==> src/include/fiber_map_pkg.sv <==
// Purpose: constants shared by the fiber sensor input mapper
// Assumes: registers are reached over apb with 32-bit data
// Notes: all offsets are byte addresses of aligned words
package fiber_map_pkg;
   // ****************************************
   // register map
   // ****************************************
   localparam logic [7:0] off_ctrl = 8'h00;
   localparam logic [7:0] off_status = 8'h04;
   localparam logic [7:0] off_word_lo = 8'h08;
   localparam logic [7:0] off_word_hi = 8'h0C;
   localparam logic [7:0] off_nodes = 8'h10;
   // ctrl field positions
   localparam int ctrl_mode_bit = 0;
   localparam int ctrl_count_lsb = 8;
   localparam int ctrl_node_lsb = 16;
   localparam logic [31:0] ctrl_reset = 32'h0000_0000;
   // ****************************************
   // layout figures
   // ****************************************
   localparam logic [4:0] units_small = 5'h06;
   localparam logic [4:0] units_large = 5'h0E;
   localparam logic [4:0] count_bad_lo = 5'h0F;
   localparam logic [4:0] count_bad_hi = 5'h10;
   localparam int err_bit = 6;
   localparam int act_bit = 7;
   // link state machine, gray along idle, wait, run
   typedef enum logic [1:0] {
      st_idle = 2'b00,
      st_wait = 2'b01,
      st_run = 2'b11,
      st_fault = 2'b10
   } link_st_t;
endpackage

==> src/include/sensor_if.sv <==
// Purpose: carries packed node words from the packer to the top
// Assumes: one clock domain
// Notes: word_lo is the lower node, word_hi the upper
`timescale 1ns/10ps
interface sensor_if;
   logic [7:0] word_lo;
   logic [7:0] word_hi;
   logic [3:0] node_lo;
   logic [3:0] node_hi;
   modport src (output word_lo, output word_hi, output node_lo, output node_hi);
   modport dst (input word_lo, input word_hi, input node_lo, input node_hi);
endinterface

==> src/hdl/fiber_sensor_input_mapper.sv <==
// Purpose: assembles fiber amplifier outputs into node words for the master
// Assumes: apb slave, ref_clk 50 MHz, srst synchronous active high
// Notes: sensor chain arrives as a parallel sample with a present mask
// How it works
// - mode switch off gives six units on one node, on gives fourteen on two
// - registered amplifier count is held; settings 15 or 16 are an error
// - twin-channel amplifiers count as two units in count and bits
// - narrow mode maps units one to six from the left onto one node
// - narrow word: units in bits 0..5, error bit 6, active bit 7
// - error when count mismatches responders or a fault follows link up
// - active flag set once the link with amplifiers is established
// - wide mode supports fourteen units across two consecutive nodes
// - wide: lower node units 1..8, upper node 9..14 plus flags
// - odd node setting: lower word is setting minus one, upper is setting
// - even node setting: lower word is setting, upper is setting plus one
`timescale 1ns/10ps
module fiber_sensor_input_mapper
(
   // clock and reset
   input wire logic ref_clk,
   input wire logic srst,
   // apb slave
   input wire logic psel,
   input wire logic penable,
   input wire logic pwrite,
   input wire logic [7:0] paddr,
   input wire logic [31:0] pwdata,
   output logic [31:0] prdata,
   output logic pready,
   output logic pslverr,
   // sensor chain, one bit per unit number
   input wire logic [13:0] unit_sample,
   input wire logic [13:0] unit_present,
   input wire logic link_ready,
   input wire logic link_fault,
   // node words toward the fieldbus side
   output logic [7:0] node_word_lo,
   output logic [7:0] node_word_hi,
   output logic [3:0] node_addr_lo,
   output logic [3:0] node_addr_hi,
   output logic node_pair
);
   // ****************************************
   // helpers
   // ****************************************
   // population count of responders; a twin amplifier presents two bits
   function automatic logic [4:0] count_ones(input logic [13:0] v);
      logic [4:0] n;
      n = 5'h00;
      for (int i = 0; i < 14; i++)
         n = n + {4'h0, v[i]};
      return n;
   endfunction

   function automatic logic [13:0] unit_mask(input logic wide);
      return wide ? 14'h3FFF : 14'h003F;
   endfunction

   // ****************************************
   // control register
   // ****************************************
   logic mode_wide_r;
   logic [4:0] reg_count_r;
   logic [3:0] node_set_r;
   logic cfg_err_r;
   logic wr_en;
   logic rd_en;
   logic addr_ok;

   assign wr_en = psel && penable && pwrite;
   assign rd_en = psel && penable && !pwrite;
   assign addr_ok = (paddr == fiber_map_pkg::off_ctrl) || (paddr == fiber_map_pkg::off_status)
      || (paddr == fiber_map_pkg::off_word_lo) || (paddr == fiber_map_pkg::off_word_hi)
      || (paddr == fiber_map_pkg::off_nodes);

   // settings register; only ctrl is writable
   always_ff @(posedge ref_clk)
   begin
      if (srst)
      begin
         mode_wide_r <= fiber_map_pkg::ctrl_reset[fiber_map_pkg::ctrl_mode_bit];
         reg_count_r <= fiber_map_pkg::ctrl_reset[fiber_map_pkg::ctrl_count_lsb +: 5];
         node_set_r <= fiber_map_pkg::ctrl_reset[fiber_map_pkg::ctrl_node_lsb +: 4];
      end
      else if (wr_en && paddr == fiber_map_pkg::off_ctrl)
      begin
         mode_wide_r <= pwdata[fiber_map_pkg::ctrl_mode_bit];
         reg_count_r <= pwdata[fiber_map_pkg::ctrl_count_lsb +: 5];
         node_set_r <= pwdata[fiber_map_pkg::ctrl_node_lsb +: 4];
      end
   end

   // count 15 or 16 cannot be wired, so it is flagged as a config fault
   always_ff @(posedge ref_clk)
   begin
      if (srst)
         cfg_err_r <= 1'b0;
      else
         cfg_err_r <= (reg_count_r == fiber_map_pkg::count_bad_lo)
            || (reg_count_r == fiber_map_pkg::count_bad_hi);
   end

   // ****************************************
   // sensor link state
   // ****************************************
   fiber_map_pkg::link_st_t st_r;
   fiber_map_pkg::link_st_t st_nxt;
   logic [4:0] resp_cnt_r;
   logic [13:0] unit_bits_r;
   logic link_err_r;
   logic link_act_r;

   // responders counted per unit number, so twins weigh two
   always_ff @(posedge ref_clk)
   begin
      if (srst)
         resp_cnt_r <= 5'h00;
      else
         resp_cnt_r <= count_ones(unit_present & unit_mask(mode_wide_r));
   end

   always_comb
   begin
      st_nxt = st_r;
      case (st_r)
         fiber_map_pkg::st_idle:
            if (link_ready)
               st_nxt = fiber_map_pkg::st_wait;
         fiber_map_pkg::st_wait:
            if (!link_ready)
               st_nxt = fiber_map_pkg::st_idle;
            else
               st_nxt = fiber_map_pkg::st_run;
         fiber_map_pkg::st_run:
            if (link_fault || !link_ready)
               st_nxt = fiber_map_pkg::st_fault;
         fiber_map_pkg::st_fault:
            if (!link_ready)
               st_nxt = fiber_map_pkg::st_idle;
         default:
            st_nxt = fiber_map_pkg::st_idle;
      endcase
   end

   always_ff @(posedge ref_clk)
   begin
      if (srst)
         st_r <= fiber_map_pkg::st_idle;
      else
         st_r <= st_nxt;
   end

   // flags follow the link state and the count comparison
   always_ff @(posedge ref_clk)
   begin
      if (srst)
      begin
         link_act_r <= 1'b0;
         link_err_r <= 1'b0;
      end
      else
      begin
         link_act_r <= (st_r == fiber_map_pkg::st_run);
         link_err_r <= (st_r == fiber_map_pkg::st_fault) || cfg_err_r
            || (st_r == fiber_map_pkg::st_run && resp_cnt_r != reg_count_r);
      end
   end

   // unit bits resampled every clock; absent or out-of-mode units read zero
   always_ff @(posedge ref_clk)
   begin
      if (srst)
         unit_bits_r <= 14'h0000;
      else
         unit_bits_r <= unit_sample & unit_present & unit_mask(mode_wide_r);
   end

   // ****************************************
   // packing
   // ****************************************
   sensor_if pk_if ();

   node_packer u_packer
   (
      .ref_clk(ref_clk),
      .srst(srst),
      .mode_wide(mode_wide_r),
      .node_set(node_set_r),
      .unit_bits(unit_bits_r),
      .link_err(link_err_r),
      .link_act(link_act_r),
      .pk(pk_if.src)
   );

   assign node_word_lo = pk_if.word_lo;
   assign node_word_hi = pk_if.word_hi;
   assign node_addr_lo = pk_if.node_lo;
   assign node_addr_hi = pk_if.node_hi;
   assign node_pair = mode_wide_r;

   // ****************************************
   // apb answer
   // ****************************************
   // zero wait states; unmapped addresses answer with pslverr
   assign pready = 1'b1;
   assign pslverr = psel && penable && !addr_ok;

   always_ff @(posedge ref_clk)
   begin
      if (srst)
         prdata <= 32'h0000_0000;
      else if (psel && !penable && !pwrite)
      begin
         case (paddr)
            fiber_map_pkg::off_ctrl:
               prdata <= {12'h000, node_set_r, 3'h0, reg_count_r, 7'h00, mode_wide_r};
            fiber_map_pkg::off_status:
               prdata <= {19'h0, resp_cnt_r, 2'h0, st_r, 1'b0, cfg_err_r, link_act_r, link_err_r};
            fiber_map_pkg::off_word_lo:
               prdata <= {24'h000000, pk_if.word_lo};
            fiber_map_pkg::off_word_hi:
               prdata <= {24'h000000, pk_if.word_hi};
            fiber_map_pkg::off_nodes:
               prdata <= {23'h0, mode_wide_r, pk_if.node_hi, pk_if.node_lo};
            default:
               prdata <= 32'h0000_0000;
         endcase
      end
   end

   // ****************************************
   // checks
   // ****************************************
   property p_act_from_run;
      @(posedge ref_clk) disable iff (srst)
      (st_r == fiber_map_pkg::st_run) |=> link_act_r;
   endproperty
   a_act_from_run: assert property (p_act_from_run) else $error("active flag missing");

   property p_err_on_fault;
      @(posedge ref_clk) disable iff (srst)
      (st_r == fiber_map_pkg::st_run && link_fault) |=> ##1 link_err_r;
   endproperty
   a_err_on_fault: assert property (p_err_on_fault) else $error("fault not flagged");

   property p_cfg_bad;
      @(posedge ref_clk) disable iff (srst)
      (reg_count_r == fiber_map_pkg::count_bad_lo) |=> ##1 link_err_r;
   endproperty
   a_cfg_bad: assert property (p_cfg_bad) else $error("bad count not flagged");

   property p_narrow_clear;
      @(posedge ref_clk) disable iff (srst)
      !mode_wide_r |=> (unit_bits_r[13:6] == 8'h00);
   endproperty
   a_narrow_clear: assert property (p_narrow_clear) else $error("unused unit bits set");

   property p_resp_count;
      @(posedge ref_clk) disable iff (srst)
      1'b1 |=> (resp_cnt_r == count_ones($past(unit_present) & unit_mask($past(mode_wide_r))));
   endproperty
   a_resp_count: assert property (p_resp_count) else $error("responder count wrong");

   property p_wide_hi_flags;
      @(posedge ref_clk) disable iff (srst)
      mode_wide_r && $past(mode_wide_r) |=> (node_word_hi[7:6] == $past({link_act_r, link_err_r}));
   endproperty
   a_wide_hi_flags: assert property (p_wide_hi_flags) else $error("wide flags misplaced");

   property p_mode_write;
      @(posedge ref_clk) disable iff (srst)
      (wr_en && paddr == fiber_map_pkg::off_ctrl) |=> (mode_wide_r == $past(pwdata[0]));
   endproperty
   a_mode_write: assert property (p_mode_write) else $error("mode not taken");

   property p_narrow_one_node;
      @(posedge ref_clk) disable iff (srst)
      !mode_wide_r ##1 !mode_wide_r |=> (node_word_hi == 8'h00 && node_addr_lo == node_addr_hi);
   endproperty
   a_narrow_one_node: assert property (p_narrow_one_node) else $error("narrow uses two nodes");

   c_link_up: cover property (@(posedge ref_clk) disable iff (srst) $rose(link_act_r));
   c_fault: cover property (@(posedge ref_clk) disable iff (srst) st_r == fiber_map_pkg::st_fault);
   c_wide_odd: cover property (@(posedge ref_clk) disable iff (srst) mode_wide_r && node_set_r[0]);
endmodule

==> src/hdl/node_packer.sv <==
// Purpose: packs unit bits and link flags into node words
// Assumes: inputs are registered in the top
// Notes: output words are registered
`timescale 1ns/10ps
module node_packer
(
   // clock and reset
   input wire logic ref_clk,
   input wire logic srst,
   // settings
   input wire logic mode_wide,
   input wire logic [3:0] node_set,
   // sensor state
   input wire logic [13:0] unit_bits,
   input wire logic link_err,
   input wire logic link_act,
   // packed words
   sensor_if.src pk
);
   // ****************************************
   // word assembly
   // ****************************************
   // refreshed every clock, so each master read sees the latest sample
   always_ff @(posedge ref_clk)
   begin
      if (srst)
      begin
         pk.word_lo <= 8'h00;
         pk.word_hi <= 8'h00;
         pk.node_lo <= 4'h0;
         pk.node_hi <= 4'h0;
      end
      else if (!mode_wide)
      begin
         pk.word_lo <= {link_act, link_err, unit_bits[5:0]};
         pk.word_hi <= 8'h00;
         pk.node_lo <= node_set;
         pk.node_hi <= node_set;
      end
      else
      begin
         pk.word_lo <= unit_bits[7:0];
         pk.word_hi <= {link_act, link_err, unit_bits[13:8]};
         if (node_set[0])
         begin
            pk.node_lo <= node_set - 4'h1;
            pk.node_hi <= node_set;
         end
         else
         begin
            pk.node_lo <= node_set;
            pk.node_hi <= node_set + 4'h1;
         end
      end
   end

   // ****************************************
   // checks
   // ****************************************
   property p_odd_pair;
      @(posedge ref_clk) disable iff (srst)
      (mode_wide && node_set[0]) |=> (pk.node_lo == $past(node_set) - 4'h1);
   endproperty
   a_odd_pair: assert property (p_odd_pair) else $error("odd node pairing wrong");

   property p_even_pair;
      @(posedge ref_clk) disable iff (srst)
      (mode_wide && !node_set[0] && node_set != 4'hF) |=> (pk.node_hi == $past(node_set) + 4'h1);
   endproperty
   a_even_pair: assert property (p_even_pair) else $error("even node pairing wrong");

   property p_flags_place;
      @(posedge ref_clk) disable iff (srst)
      !mode_wide |=> (pk.word_lo[7:6] == $past({link_act, link_err}));
   endproperty
   a_flags_place: assert property (p_flags_place) else $error("flags misplaced in narrow word");
endmodule

==> config.mk <==
export PLATFORM = sky130hd
export DESIGN_NAME = fiber_sensor_input_mapper
export DESIGN_NICKNAME = d
export VERILOG_FILES = /design/src/include/fiber_map_pkg.sv /design/src/include/sensor_if.sv /design/src/hdl/fiber_sensor_input_mapper.sv /design/src/hdl/node_packer.sv
export SDC_FILE = /design/constraint.sdc
export NUM_CORES = 1
export LEC_CHECK = 0
export BUFFER_PORTS_ARGS = -buffer_cell sky130_fd_sc_hd__buf_2
export CAP_MARGIN = 20
export CORE_MARGIN = 3
export CORE_UTILIZATION = 25
export CTS_BUF_LIST = sky130_fd_sc_hd__clkbuf_2 sky130_fd_sc_hd__clkbuf_4 sky130_fd_sc_hd__clkbuf_8
export CTS_CLUSTER_SIZE = 16
export DETAILED_ROUTE_END_ITERATION = 12
export GPL_TIMING_DRIVEN = 0
export HOLD_SLACK_MARGIN = 0.06
export PLACE_DENSITY = 0.56
export REMOVE_ABC_BUFFERS = 1
export SKIP_LAST_GASP = 1
export SYNTH_ARGS = -nofsm -noshare
export SYNTH_HDL_FRONTEND = slang
export SYNTH_HIERARCHICAL = 1
export SYNTH_SLANG_ARGS = --single-unit
==> constraint.sdc <==
create_clock -name ref_clk -period 4.1 [get_ports ref_clk]
set_clock_uncertainty 0.05 [all_clocks]
set_input_delay 0.82 -clock ref_clk [delete_from_list [all_inputs] [get_ports ref_clk]]
set_output_delay 0.82 -clock ref_clk [all_outputs]
set_load 0.03 [all_outputs]
# ---- After elaboration in Yosys (flattened, before gate mapping)
# Cells that the tools add are included.
dict set report totals {
  register_bits 90
  output_inout_bits 59
  elab_cells 81
}
dict set report classes {
  addsub 15
  eq_ne 13
  n_mux 12
  bitwise 4
  n_reduce_logical 23
}
# cell count
set ops {}
lappend ops {{one-hot mux 20 bit (5 select lines)} 1}
lappend ops {{adder 5 x 1 -> 5 bit} 9}
lappend ops {{bitwise AND 14 bit} 3}
lappend ops {{== test 8 x 4 -> 1 bit (second input constant)} 2}
lappend ops {{two-way mux 4 bit} 4}
lappend ops {{two-way mux 14 bit} 1}
lappend ops {{== test 8 x 3 -> 1 bit (second input constant)} 1}
lappend ops {{== test 8 x 5 -> 1 bit (second input constant)} 1}
lappend ops {{logical NOT 8 bit} 1}
lappend ops {{logical OR 1 bit} 8}
lappend ops {{two-way mux 2 bit} 4}
lappend ops {{two-way mux 8 bit} 1}
lappend ops {{one-hot mux 2 bit (4 select lines)} 1}
lappend ops {{logical AND 1 bit} 7}
lappend ops {{!= test 2 bit (second input constant)} 3}
lappend ops {{adder 4 x 1 -> 5 bit} 1}
lappend ops {{== test 5 x 4 -> 1 bit (second input constant)} 1}
lappend ops {{== test 5 bit (second input constant)} 1}
lappend ops {{!= test 5 bit} 1}
lappend ops {{adder 3 x 1 -> 4 bit} 1}
lappend ops {{adder 4 x 1 -> 4 bit (second input constant)} 1}
lappend ops {{== test 2 bit (second input constant)} 2}
lappend ops {{logical NOT 1 bit} 4}
lappend ops {{subtractor 4 x 1 -> 4 bit (second input constant)} 1}
lappend ops {{7 further kinds} 7}

# ---- Longest topological paths before layout
# Gate-level depths: netlist of the first run.
dict set report depth {
  ltp_word 15
  mapped_depth 12
  ltp_nobuf 11
}

# ---- Modules after synthesis
# Netlist of the first run, hierarchy kept.
# module instances cells_each area_each_um2 seq_area_each_um2
set by_module_without_submodules {}
lappend by_module_without_submodules {fiber_sensor_input_mapper 1 270 2513.7 1001.0}
lappend by_module_without_submodules {node_packer 1 50 610.6 420.4}

# ---- Worst setup path before layout of the first run
# OpenSTA, ideal clock, no wires.
dict set report synth_timing {
  kind {flip-flop to flip-flop}
  startpoint {register mode_wide_r (netlist: node_pair)}
  endpoint {register resp_cnt_r[2]}
  setup_ps 128
  arrival_time_ps 3678
  required_ps 3922
  slack_ps 244
  path_stages_with_launch 13
  n_path_buf 1
  synth_period_minus_slack_ps 3856
  cell_sequence {dfxtp_1 -> buf_2 -> nand2_1 -> fa_1 -> fa_1 -> fa_1 -> fa_1 -> inv_1 -> ha_1 -> inv_1 -> fa_1 -> xor2_1 -> nor2_1}
}
dict set report synth_between {
  elab_chain_cells 10
}
# item line_no
set synth_rtl {}
lappend synth_rtl {{start, declared} fiber_sensor_input_mapper.sv:62} ;# logic mode_wide_r;
lappend synth_rtl {{start signal, assigned} fiber_sensor_input_mapper.sv:81} ;# mode_wide_r <= fiber_map_pkg::ctrl_reset[fiber_map_pkg::ctrl_mode_bit];
lappend synth_rtl {{start signal, assigned} fiber_sensor_input_mapper.sv:87} ;# mode_wide_r <= pwdata[fiber_map_pkg::ctrl_mode_bit];
lappend synth_rtl {{two-way mux 14 bit *} fiber_sensor_input_mapper.sv:56} ;# return wide ? 14'h3FFF : 14'h003F;
lappend synth_rtl {{bitwise AND 14 bit *} fiber_sensor_input_mapper.sv:119} ;# resp_cnt_r <= count_ones(unit_present & unit_mask(mode_wide_r));
lappend synth_rtl {{adder 5 x 1 -> 5 bit (7 in a row)} fiber_sensor_input_mapper.sv:51} ;# n = n + {4'h0, v[i]};
lappend synth_rtl {{adder 5 x 1 -> 5 bit *} fiber_sensor_input_mapper.sv:51}
lappend synth_rtl {{end signal, assigned} fiber_sensor_input_mapper.sv:119}
lappend synth_rtl {{end, declared} fiber_sensor_input_mapper.sv:108} ;# logic [4:0] resp_cnt_r;
# Every way passes the cells marked *; elsewhere a longest branch is shown, timed or not.
# A chain may end at the register's enable or synchronous reset.

# ---- Worst setup path in the final report of the first run
# Same ends and word-level chain as after synthesis.

==> key figures, run 1 <==
Yosys
  – Cell taking the most area after synthesis: dfxtp_1
  – Top_reg_cell synth: dfxtp_1
  – Synth top area share: 45.5%
  – EDFF count, synth: 0
  – Most common cell in the netlist: dfxtp_1
  – Unique masters post-synth: 43
  – Post-synthesis average cell area: 9.76 µm²
  – Mapped Area: 3120 µm²
  – Flops & latches, synth: 71
  – Cell count after synthesis: 320
  – Async S/R FF share, synth: 0%
  – Seq/Total Area, Yosys: 45.5%
  – Commonest cells post-synth: 71 x dfxtp_1, 34 x nor2_1, 28 x nand2_1, 20 x buf_4, 18 x mux2i_1
  – Synth warn: 6
  – Synth area leaders: dfxtp_1 45%, fa_1 5.8%, mux2i_1 5.8%

Global route
  – Total grt overflow: 0
  – Initial antenna violation count: 1
  – First-pass GRT wire length: 12600 µm
  – Largest net degree at the start of global routing: 61
  – Number of global-route vias before repair: 2358
  – Total global-route track usage: 11.5%

Worst setup path
  – Crit end category: register
  – Worst setup path endpoint: resp_cnt_r[2]
  – Reg-to-reg slack, setup: 380 ps
  – Worst r2r path cells: 11
  – CP Max Fanout: 17
  – CP Launch Point: node_pair
  – CP startpoint kind: register
  – Worst r2r src: node_pair
  – Worst Path Required: 4290 ps
  – R2r endpoint: resp_cnt_r[2]
  – Critical path arrival: 3910 ps
  – Setup CP Type: register to register

Detailed routing
  – Post-route ant nets: 0
  – Wirelength per Cell: 13.6 µm
  – # DRC: 0
  – WL final: 7900 µm
  – DR pass1 iterations: 4
  – Vias per cell: 4.15
  – Via count: 2410
  – Iter 0 DRT Violations: 111

Timing
  – Worst slew pin tran: 934 ps
  – Crit share post-route: 90.7%
  – Final setup violation count: 0
  – Final worst slack: 380 ps
  – Fmax: 269 MHz
  – Setup TNS: 0 ps
  – RSZ-0062 raised after global routing: no
  – Min Tclk post-route: 3720 ps
  – Fin. Hold Viols: 0
  – Worst hold margin: 377 ps
  – Max-slew violations: 0
  – Slew HR: 37.3%

Power and ir drop
  – Tot Pwr: 1.49 mW
  – Power Dens Cells: 382 nW/µm²
  – Sw frac: 24.0%
  – Reg power frac: 47.5%
  – Logic pwr share: 9.8%
  – P_int: 1.13 mW
  – Max VDD drop: 0.155 mV
  – Pleak: 1.70 nW
  – P_sw: 0.358 mW
  – Power share of the clock group: 42.7%

Clock network
  – Cts hold-fix bufs: 0
  – CTS Buf Count: 9
  – Sinks on Clock Net: 71
  – Worst skew pair latency: 350 ps
  – Clock transition at path regs: 80 ps
  – CTS H-tree depth: 3
  – Clk root buf: clkbuf_8
  – CTS Buffer Depth: 2
  – CTS tree: built

Floorplan
  – Initial core utilization: 25.8%
  – Core box area: 12100 µm²
  – Die Width: 118 µm
  – Die area: 13900 µm²
  – IO Pins: 134
  – Die Y: 118 µm
  – Core Rows: 40

Run
  – Max-Cap Viols: 0

Place
  – Port buffer count: 95
  – Pre-CTS WS: -4.91 ps
  – Routability Congestion: 0.789
  – Final HPWL DP: 6110 µm

Final layout
  – Antenna diode count: 0
  – Layout cells sized above 1: 29.5%
  – Synth-to-Final Area Change: 25.0%
  – Nets: 495
  – Final Util: 32.2%

Worst hold path
  – Worst Hold Class: register to register

Status
  – Status: finished, final reports clean
## power groups by stage
stage          clock network (mW)  registers (mW)  logic [mW]
2_1_floorplan                   0           0.726      0.0819
3_3_place_gp                    0           0.724       0.143
3_5_place_dp                    0           0.725       0.146
4_1_cts                     0.654           0.708       0.146
5_1_grt                     0.686           0.710       0.165
6_report                    0.636           0.708       0.146
## layout by cell type (no fill, tap or decap), types with 4 or more instances in the layout
cell / instances
buf_2: 95
dfxtp_1: 70
nor2_1: 34
nand2_1: 28
mux2i_1: 18
inv_1: 16
conb_1: 16
nor3b_1: 15
nor2b_1: 12
clkbuf_8: 11
a22oi_1: 9
fa_1: 9
and2_1: 8
a21oi_1: 7
o21ai_1: 7
a22o_1: 4
mux2_2: 4
a31oi_1: 4
## stage by stage
stage          cells  instance area [µm²]
6_report         581                 3910
5_1_grt          581                 3910
4_1_cts          580                 3880
3_5_place_dp     564                 3650
3_3_place_gp     564                 3650
2_1_floorplan    301                 2970
## cell type report
cell class | instances | area, µm²
Clock buffer | 11 | 151
Clock inverter | 5 | 80.1
Fill cell | 1307 | 8210
Inverter | 16 | 60.1
Multi-Input combinational cell | 214 | 1490
Sequential cell | 71 | 1420
Tap cell | 168 | 210
Timing Repair Buffer | 96 | 495
## cell families after synthesis
kind of cell,count (synthesis),synth area share (%)
flip-flops,71,45.5
AND/OR/NAND/NOR,118,21.5
other,2,0.240
multiplexers,22,7.21
AO/OA/AOI/OAI,44,9.41
adder cells (fa/ha/maj),12,6.97
XOR/XNOR,2,0.561
buffers and inverters,49,8.65
## worst max-delay path: stages (launching register included)
cell and delay [ps]:
dfxtp_2 560, nand2_1 170, fa_1 550, fa_1 450, fa_1 590, fa_1 420, inv_1 60, ha_1 150
inv_1 50, fa_1 370, xor2_1 140, nor2_1 50
## state kept, by name (all words and copies together) (netlist names), 4 cells and up
signal	count
unit_bits_r	14
u_packer/pk.word_hi	8
u_packer/pk.word_lo	8
node_set_r	4
reg_count_r	5
prdata	17
resp_cnt_r	4
u_packer/pk.node_lo	4
## how the worst min path moves through the flow
stage	slack [ps]	start	cells past startpoint	endpoint
2_1_floorplan	360	unit_bits_r[8]	1	u_packer/pk.word_hi[0]
3_3_place_gp	370	unit_bits_r[10]	1	u_packer/pk.word_hi[2]
3_5_place_dp	360	unit_bits_r[12]	1	u_packer/pk.word_hi[4]
4_1_cts	380	unit_bits_r[12]	1	u_packer/pk.word_hi[4]
5_1_grt	400	unit_bits_r[9]	1	u_packer/pk.word_hi[1]
6_report	380	unit_bits_r[12]	1	u_packer/pk.word_hi[4]
## per-layer routing
layer | vias up | share of wire, % | global-route usage [%]
met5 | - | 0.16 | 0
met4 | 2 | 1.3 | 3.30
met3 | 10 | 6.4 | 3.99
met2 | 82 | 46 | 18.2
met1 | 1089 | 46 | 14.9
li1 | 1227 | - | -
## timing repair
item                       4_1_cts  5_1_grt
gates resized for setup          1        0
setup endpoints to repair        1        0
buffers inserted                 0        0
Power figures use the tool's default switching activity.
==> run 2, diff against run 1 <==
Settings changed: CORE_UTILIZATION 25 to 49, PLACE_DENSITY 0.56 to 0.91.
==> run 2 against run 1 <==
Compared with the run above: via count rose by 2.9%; die area fell by 47%; combinational power is essentially flat; cell count is 16% lower; cell area decreased by 3.1%; non-clock buffer count did not move; routed wire length is 9.0% lower; sequential share of layout area is 1.2 points higher; sequential power about the same; critical endpoint unchanged; highest routed layer is now met4; worst hold slack improved by 3.8 ps; register-to-register slack worse by 60 ps; count of clock-buffer cells in the layout did not move.
==> key figures, run 2 (same netlist as run 1, synthesis figures left out) <==
Final layout
  – Commonest non-fill, non-tap cell in the layout: buf_2
  – Antenna diode count: 0
  – Largest register FFs: 17
  – Most frequent cells in the layout: 95 x buf_2, 70 x dfxtp_1, 34 x nor2_1
  – Final Util: 62.4%
  – Top flop regs: prdata x17, unit_bits_r x14
  – Synth-to-Final Area Change: 21.1%
  – Nets: 495
  – Final Cell Area: 3780 µm²
  – Fill count: 526
  – Largest Register: prdata
  – Layout cells sized above 1: 29.5%
  – Layout Cells excl Fill: 488

Status
  – Status: finished, final reports clean

Detailed routing
  – Wirelength per Cell: 14.7 µm
  – DR pass1 iterations: 4
  – Iter 0 DRT Violations: 98
  – Post-route ant nets: 0
  – WL final: 7190 µm
  – # DRC: 0
  – Via count: 2479
  – Vias per cell: 5.08

Timing
  – Worst hold margin: 380 ps
  – Crit share post-route: 92.3%
  – Min Tclk post-route: 3790 ps
  – Worst slew pin tran: 888 ps
  – Setup TNS: 0 ps
  – Final worst slack: 315 ps
  – RSZ-0062 raised after global routing: no
  – Max-slew violations: 0
  – Fmax: 264 MHz
  – Fin. Hold Viols: 0
  – Final setup violation count: 0
  – Slew HR: 40.3%

Place
  – Cell Area, Placed: 3540 µm²
  – # placed instances: 471
  – Pre-CTS WS: -31.4 ps
  – Final HPWL DP: 5300 µm
  – Routability Congestion: 0.779
  – Port buffer count: 95

Clock network
  – Sinks on Clock Net: 71
  – Clk root buf: clkbuf_8
  – Clock transition at path regs: 70 ps
  – CTS H-tree depth: 3
  – CTS tree: built
  – Cts hold-fix bufs: 0
  – CTS Buffer Depth: 2
  – Worst skew pair latency: 340 ps
  – CTS Buf Count: 9
  – Post-CTS Setup Bufs: 0

Power and ir drop
  – Reg power frac: 48.0%
  – Logic pwr share: 10.1%
  – P_int: 1.12 mW
  – Power Dens Cells: 391 nW/µm²
  – Tot Pwr: 1.48 mW
  – Power share of the clock group: 42.0%
  – P_sw: 0.353 mW
  – Sw frac: 23.9%
  – Pleak: 1.70 nW
  – Max VDD drop: 0.268 mV

Worst setup path
  – Worst r2r src: node_pair
  – Worst path slowest cell: fa_1
  – Crit path cell chain: nand2_1, fa_1, fa_1, fa_1, fa_1, inv_1, ha_1, inv_1, fa_1, xor2_1, nor2_1
  – Setup CP Type: register to register
  – Crit path top cell by count: fa_1
  – CP Max Fanout: 17
  – Crit end category: register
  – R2r endpoint: resp_cnt_r[2]
  – Reg-to-reg slack, setup: 310 ps
  – Crit-path max cell delay: 610 ps
  – CP startpoint kind: register
  – Worst r2r path cells: 11
  – CP Launch Point: node_pair
  – Critical path arrival: 3970 ps
  – Worst Path Required: 4290 ps

Worst hold path
  – Worst hold stages: 1
  – Hold Crit Start: unit_bits_r[12]
  – Min-Delay Endpoint: u_packer/pk.word_hi[4]
  – Worst Hold Class: register to register

Floorplan
  – Die Y: 85.9 µm
  – Initial core utilization: 51.5%
  – Die area: 7370 µm²
  – IO Pins: 134
  – Die Width: 85.9 µm
  – Core box area: 6060 µm²
  – Core Rows: 28

Global route
  – Total global-route track usage: 20.4%
  – Met1 Resource Use GR: 24.2%
  – Most Crowded Layer GR: met2
  – Largest net degree at the start of global routing: 61
  – Grt met2 use: 34.4%
  – Number of global-route vias before repair: 2445
  – First-pass GRT wire length: 11700 µm
  – GR Util met3: 5.38%
  – Total grt overflow: 0
  – Initial antenna violation count: 0

Run
  – Max-Cap Viols: 0
-- run 2: changes by cell type in the layout (fill, tap and decap cells not counted) --
cell,before,now
clkinvlp_4,2,1
clkinv_4,0,1
clkbuf_8,11,10
clkbuf_4,0,1
-- run 2: final cells by class --
cell class	instances	area, µm²	share of cell area (%)
multi-input cells	214	1490	39.3
flip-flops and latches	71	1420	37.6
repair buffers	96	495	13.1
clock buffers	11	145	3.84
well taps	75	93.8	2.48
clock inverters	5	81.3	2.15
inverters	16	60.1	1.59
-- run 2: what timing repair did --
action	in CTS	in global routing
resized for setup	1	0
endpoints found under the setup margin	1	0
hold endpoints to repair	0	0
-- run 2: power groups by stage --
stage	Combinational [mW]	Sequential, mW	Clock (mW)
after global placement	0.139	0.724	0
final	0.149	0.709	0.620
after CTS	0.147	0.709	0.632
after detailed placement	0.146	0.725	0
after floorplan	0.0819	0.726	0
after global routing	0.164	0.710	0.667
-- run 2: per-layer routing --
layer  part of all wire (%)  routed length (µm)
met1                     42                3010
met2                     48                3470
met3                    7.4                 530
met4                    2.4                 175
met5                      0                   0
-- run 2: worst max path at each step --
stage | endpoint | slack, ps
2_1_floorplan | resp_cnt_r[2] | 260
3_3_place_gp | resp_cnt_r[2] | 40
3_5_place_dp | resp_cnt_r[2] | -30
4_1_cts | resp_cnt_r[2] | 260
5_1_grt | resp_cnt_r[2] | 160
6_report | resp_cnt_r[2] | 310
-- run 2: critical path: cells and delay by family (launching register included) --
| family | cells | cell delay [ps] |
|---|---|---|
| flops | 1 | 550 |
| buf+inv | 2 | 120 |
| fa+ha+maj | 6 | 2590 |
| simple gates | 2 | 240 |
| xor+xnor | 1 | 140 |
==> run 3, diff against run 2 <==
Settings changed: CORE_UTILIZATION 49 to 53, PLACE_DENSITY 0.91 to 0.95.
Clock period 4.1 ns to 4.83 ns, I/O delays scaled along.
==> run 3 against run 2 <==
Compared with the run above: non-clock buffer count stayed put; flip-flop and latch count unchanged; worst hold slack improved by 2.7 ps; sequential share of layout area is essentially flat; clock power down 17%; first-iteration DRC count increased by 13%; fmax down 7.6%; critical path type unchanged; highest routed layer unchanged.
==> key figures, run 3 (same netlist as run 1, synthesis figures left out) <==
Status
  – Status: finished, final reports clean

Detailed routing
  – Post-route ant nets: 0
  – WL final: 7400 µm
  – Iter 0 DRT Violations: 111
  – Via count: 2522
  – DR pass1 iterations: 4
  – Vias per cell: 5.20
  – # DRC: 0
  – Wirelength per Cell: 15.3 µm

Final layout
  – Layout cells sized above 1: 29.3%
  – Top flop regs: prdata x17, unit_bits_r x14
  – Most frequent cells in the layout: 95 x buf_2, 71 x dfxtp_1, 34 x nor2_1
  – Antenna diode count: 0
  – Area of the multi-input gates: 1490 µm²
  – Layout Cells excl Fill: 485
  – Synth-to-Final Area Change: 21.0%
  – Final Util: 67.4%
  – Largest register FFs: 17
  – Nets: 495
  – Fill count: 467
  – Largest Register: prdata
  – Final Cell Area: 3780 µm²
  – Reg area: 1420 µm²
  – Commonest non-fill, non-tap cell in the layout: buf_2

Place
  – Routability Congestion: 0.789
  – Final HPWL DP: 5510 µm
  – # placed instances: 468
  – Port buffer count: 95
  – Pre-CTS WS: 553 ps
  – Cell Area, Placed: 3530 µm²

Worst setup path
  – Worst Path Required: 4980 ps
  – Setup CP Type: register to register
  – Crit end category: register
  – CP startpoint kind: register
  – Critical path arrival: 4250 ps
  – CP Max Fanout: 17

Floorplan
  – Die area: 6850 µm²
  – Die Width: 82.8 µm
  – Die Y: 82.8 µm
  – Initial core utilization: 55.7%
  – IO Pins: 134
  – Core Rows: 27
  – Core box area: 5610 µm²

Timing
  – Crit share post-route: 84.8%
  – RSZ-0062 raised after global routing: no
  – Final setup violation count: 0
  – Worst slew pin tran: 890 ps
  – Min Tclk post-route: 4100 ps
  – Setup TNS: 0 ps
  – Fin. Hold Viols: 0
  – Final worst slack: 733 ps
  – Worst hold margin: 383 ps
  – Max-slew violations: 0
  – Fmax: 244 MHz
  – Slew HR: 40.2%

Global route
  – Initial antenna violation count: 0
  – Number of global-route vias before repair: 2420
  – Total global-route track usage: 22.1%
  – First-pass GRT wire length: 11200 µm
  – Total grt overflow: 0
  – Largest net degree at the start of global routing: 61

Clock network
  – Worst skew pair latency: 330 ps
  – CTS H-tree depth: 3
  – CTS resizes: 0
  – CTS tree: built
  – Sinks on Clock Net: 71
  – Clk root buf: clkbuf_8
  – Cts hold-fix bufs: 0
  – CTS Buf Count: 9
  – CTS Buffer Depth: 2
  – Post-CTS Setup Bufs: 0
  – Clock transition at path regs: 80 ps

Power and ir drop
  – Power Dens Cells: 329 nW/µm²
  – Tot Pwr: 1.25 mW
  – Max VDD drop: 0.174 mV
  – Pleak: 1.70 nW

Worst hold path
  – Worst Hold Class: register to register

Run
  – Max-Cap Viols: 0
[run 3: worst paths after layout]
| path | start | to | slack, ps | depth (start not counted) |
|---|---|---|---|---|
| worst max register to register | node_pair | resp_cnt_r[2] | 730 | 11 |
| worst min-delay path | unit_bits_r[12] | u_packer/pk.word_hi[4] | 380 | 1 |
| worst min register to register | unit_bits_r[12] | u_packer/pk.word_hi[4] | 380 | 1 |
| worst max-delay path | node_pair | resp_cnt_r[2] | 730 | 11 |
[run 3: final cells by class]
cell class,instances,area share (%)
clock buffers,9,3.28
inverters,16,1.59
clock inverters,7,2.58
multi-input cells,214,39.3
flip-flops and latches,71,37.6
well taps,72,2.38
repair buffers,96,13.3
[run 3: worst max-delay path, cell delays in order (launching register included)]
cell and delay (ps):
dfxtp_1 720, nand2_1 250, fa_1 590, fa_1 470, fa_1 610, fa_1 420, inv_1 70, ha_1 160
inv_1 50, fa_1 370, xor2_1 150, nor2_1 50
[run 3: metal layers]
metal	GRT usage [%]	up-vias	wire length, µm
li1	-	1223	-
met1	25.7	1179	2940
met2	38.1	107	3750
met3	4.32	13	562
met4	11.6	0	152
met5	0	-	0
[run 3: power breakdown]
part           total, mW  internal, mW  leakage (nW)  switching (mW)
sequential         0.601         0.595         0.574         0.00642
combinational      0.129        0.0497          1.02          0.0797
clock              0.515         0.291         0.105           0.223
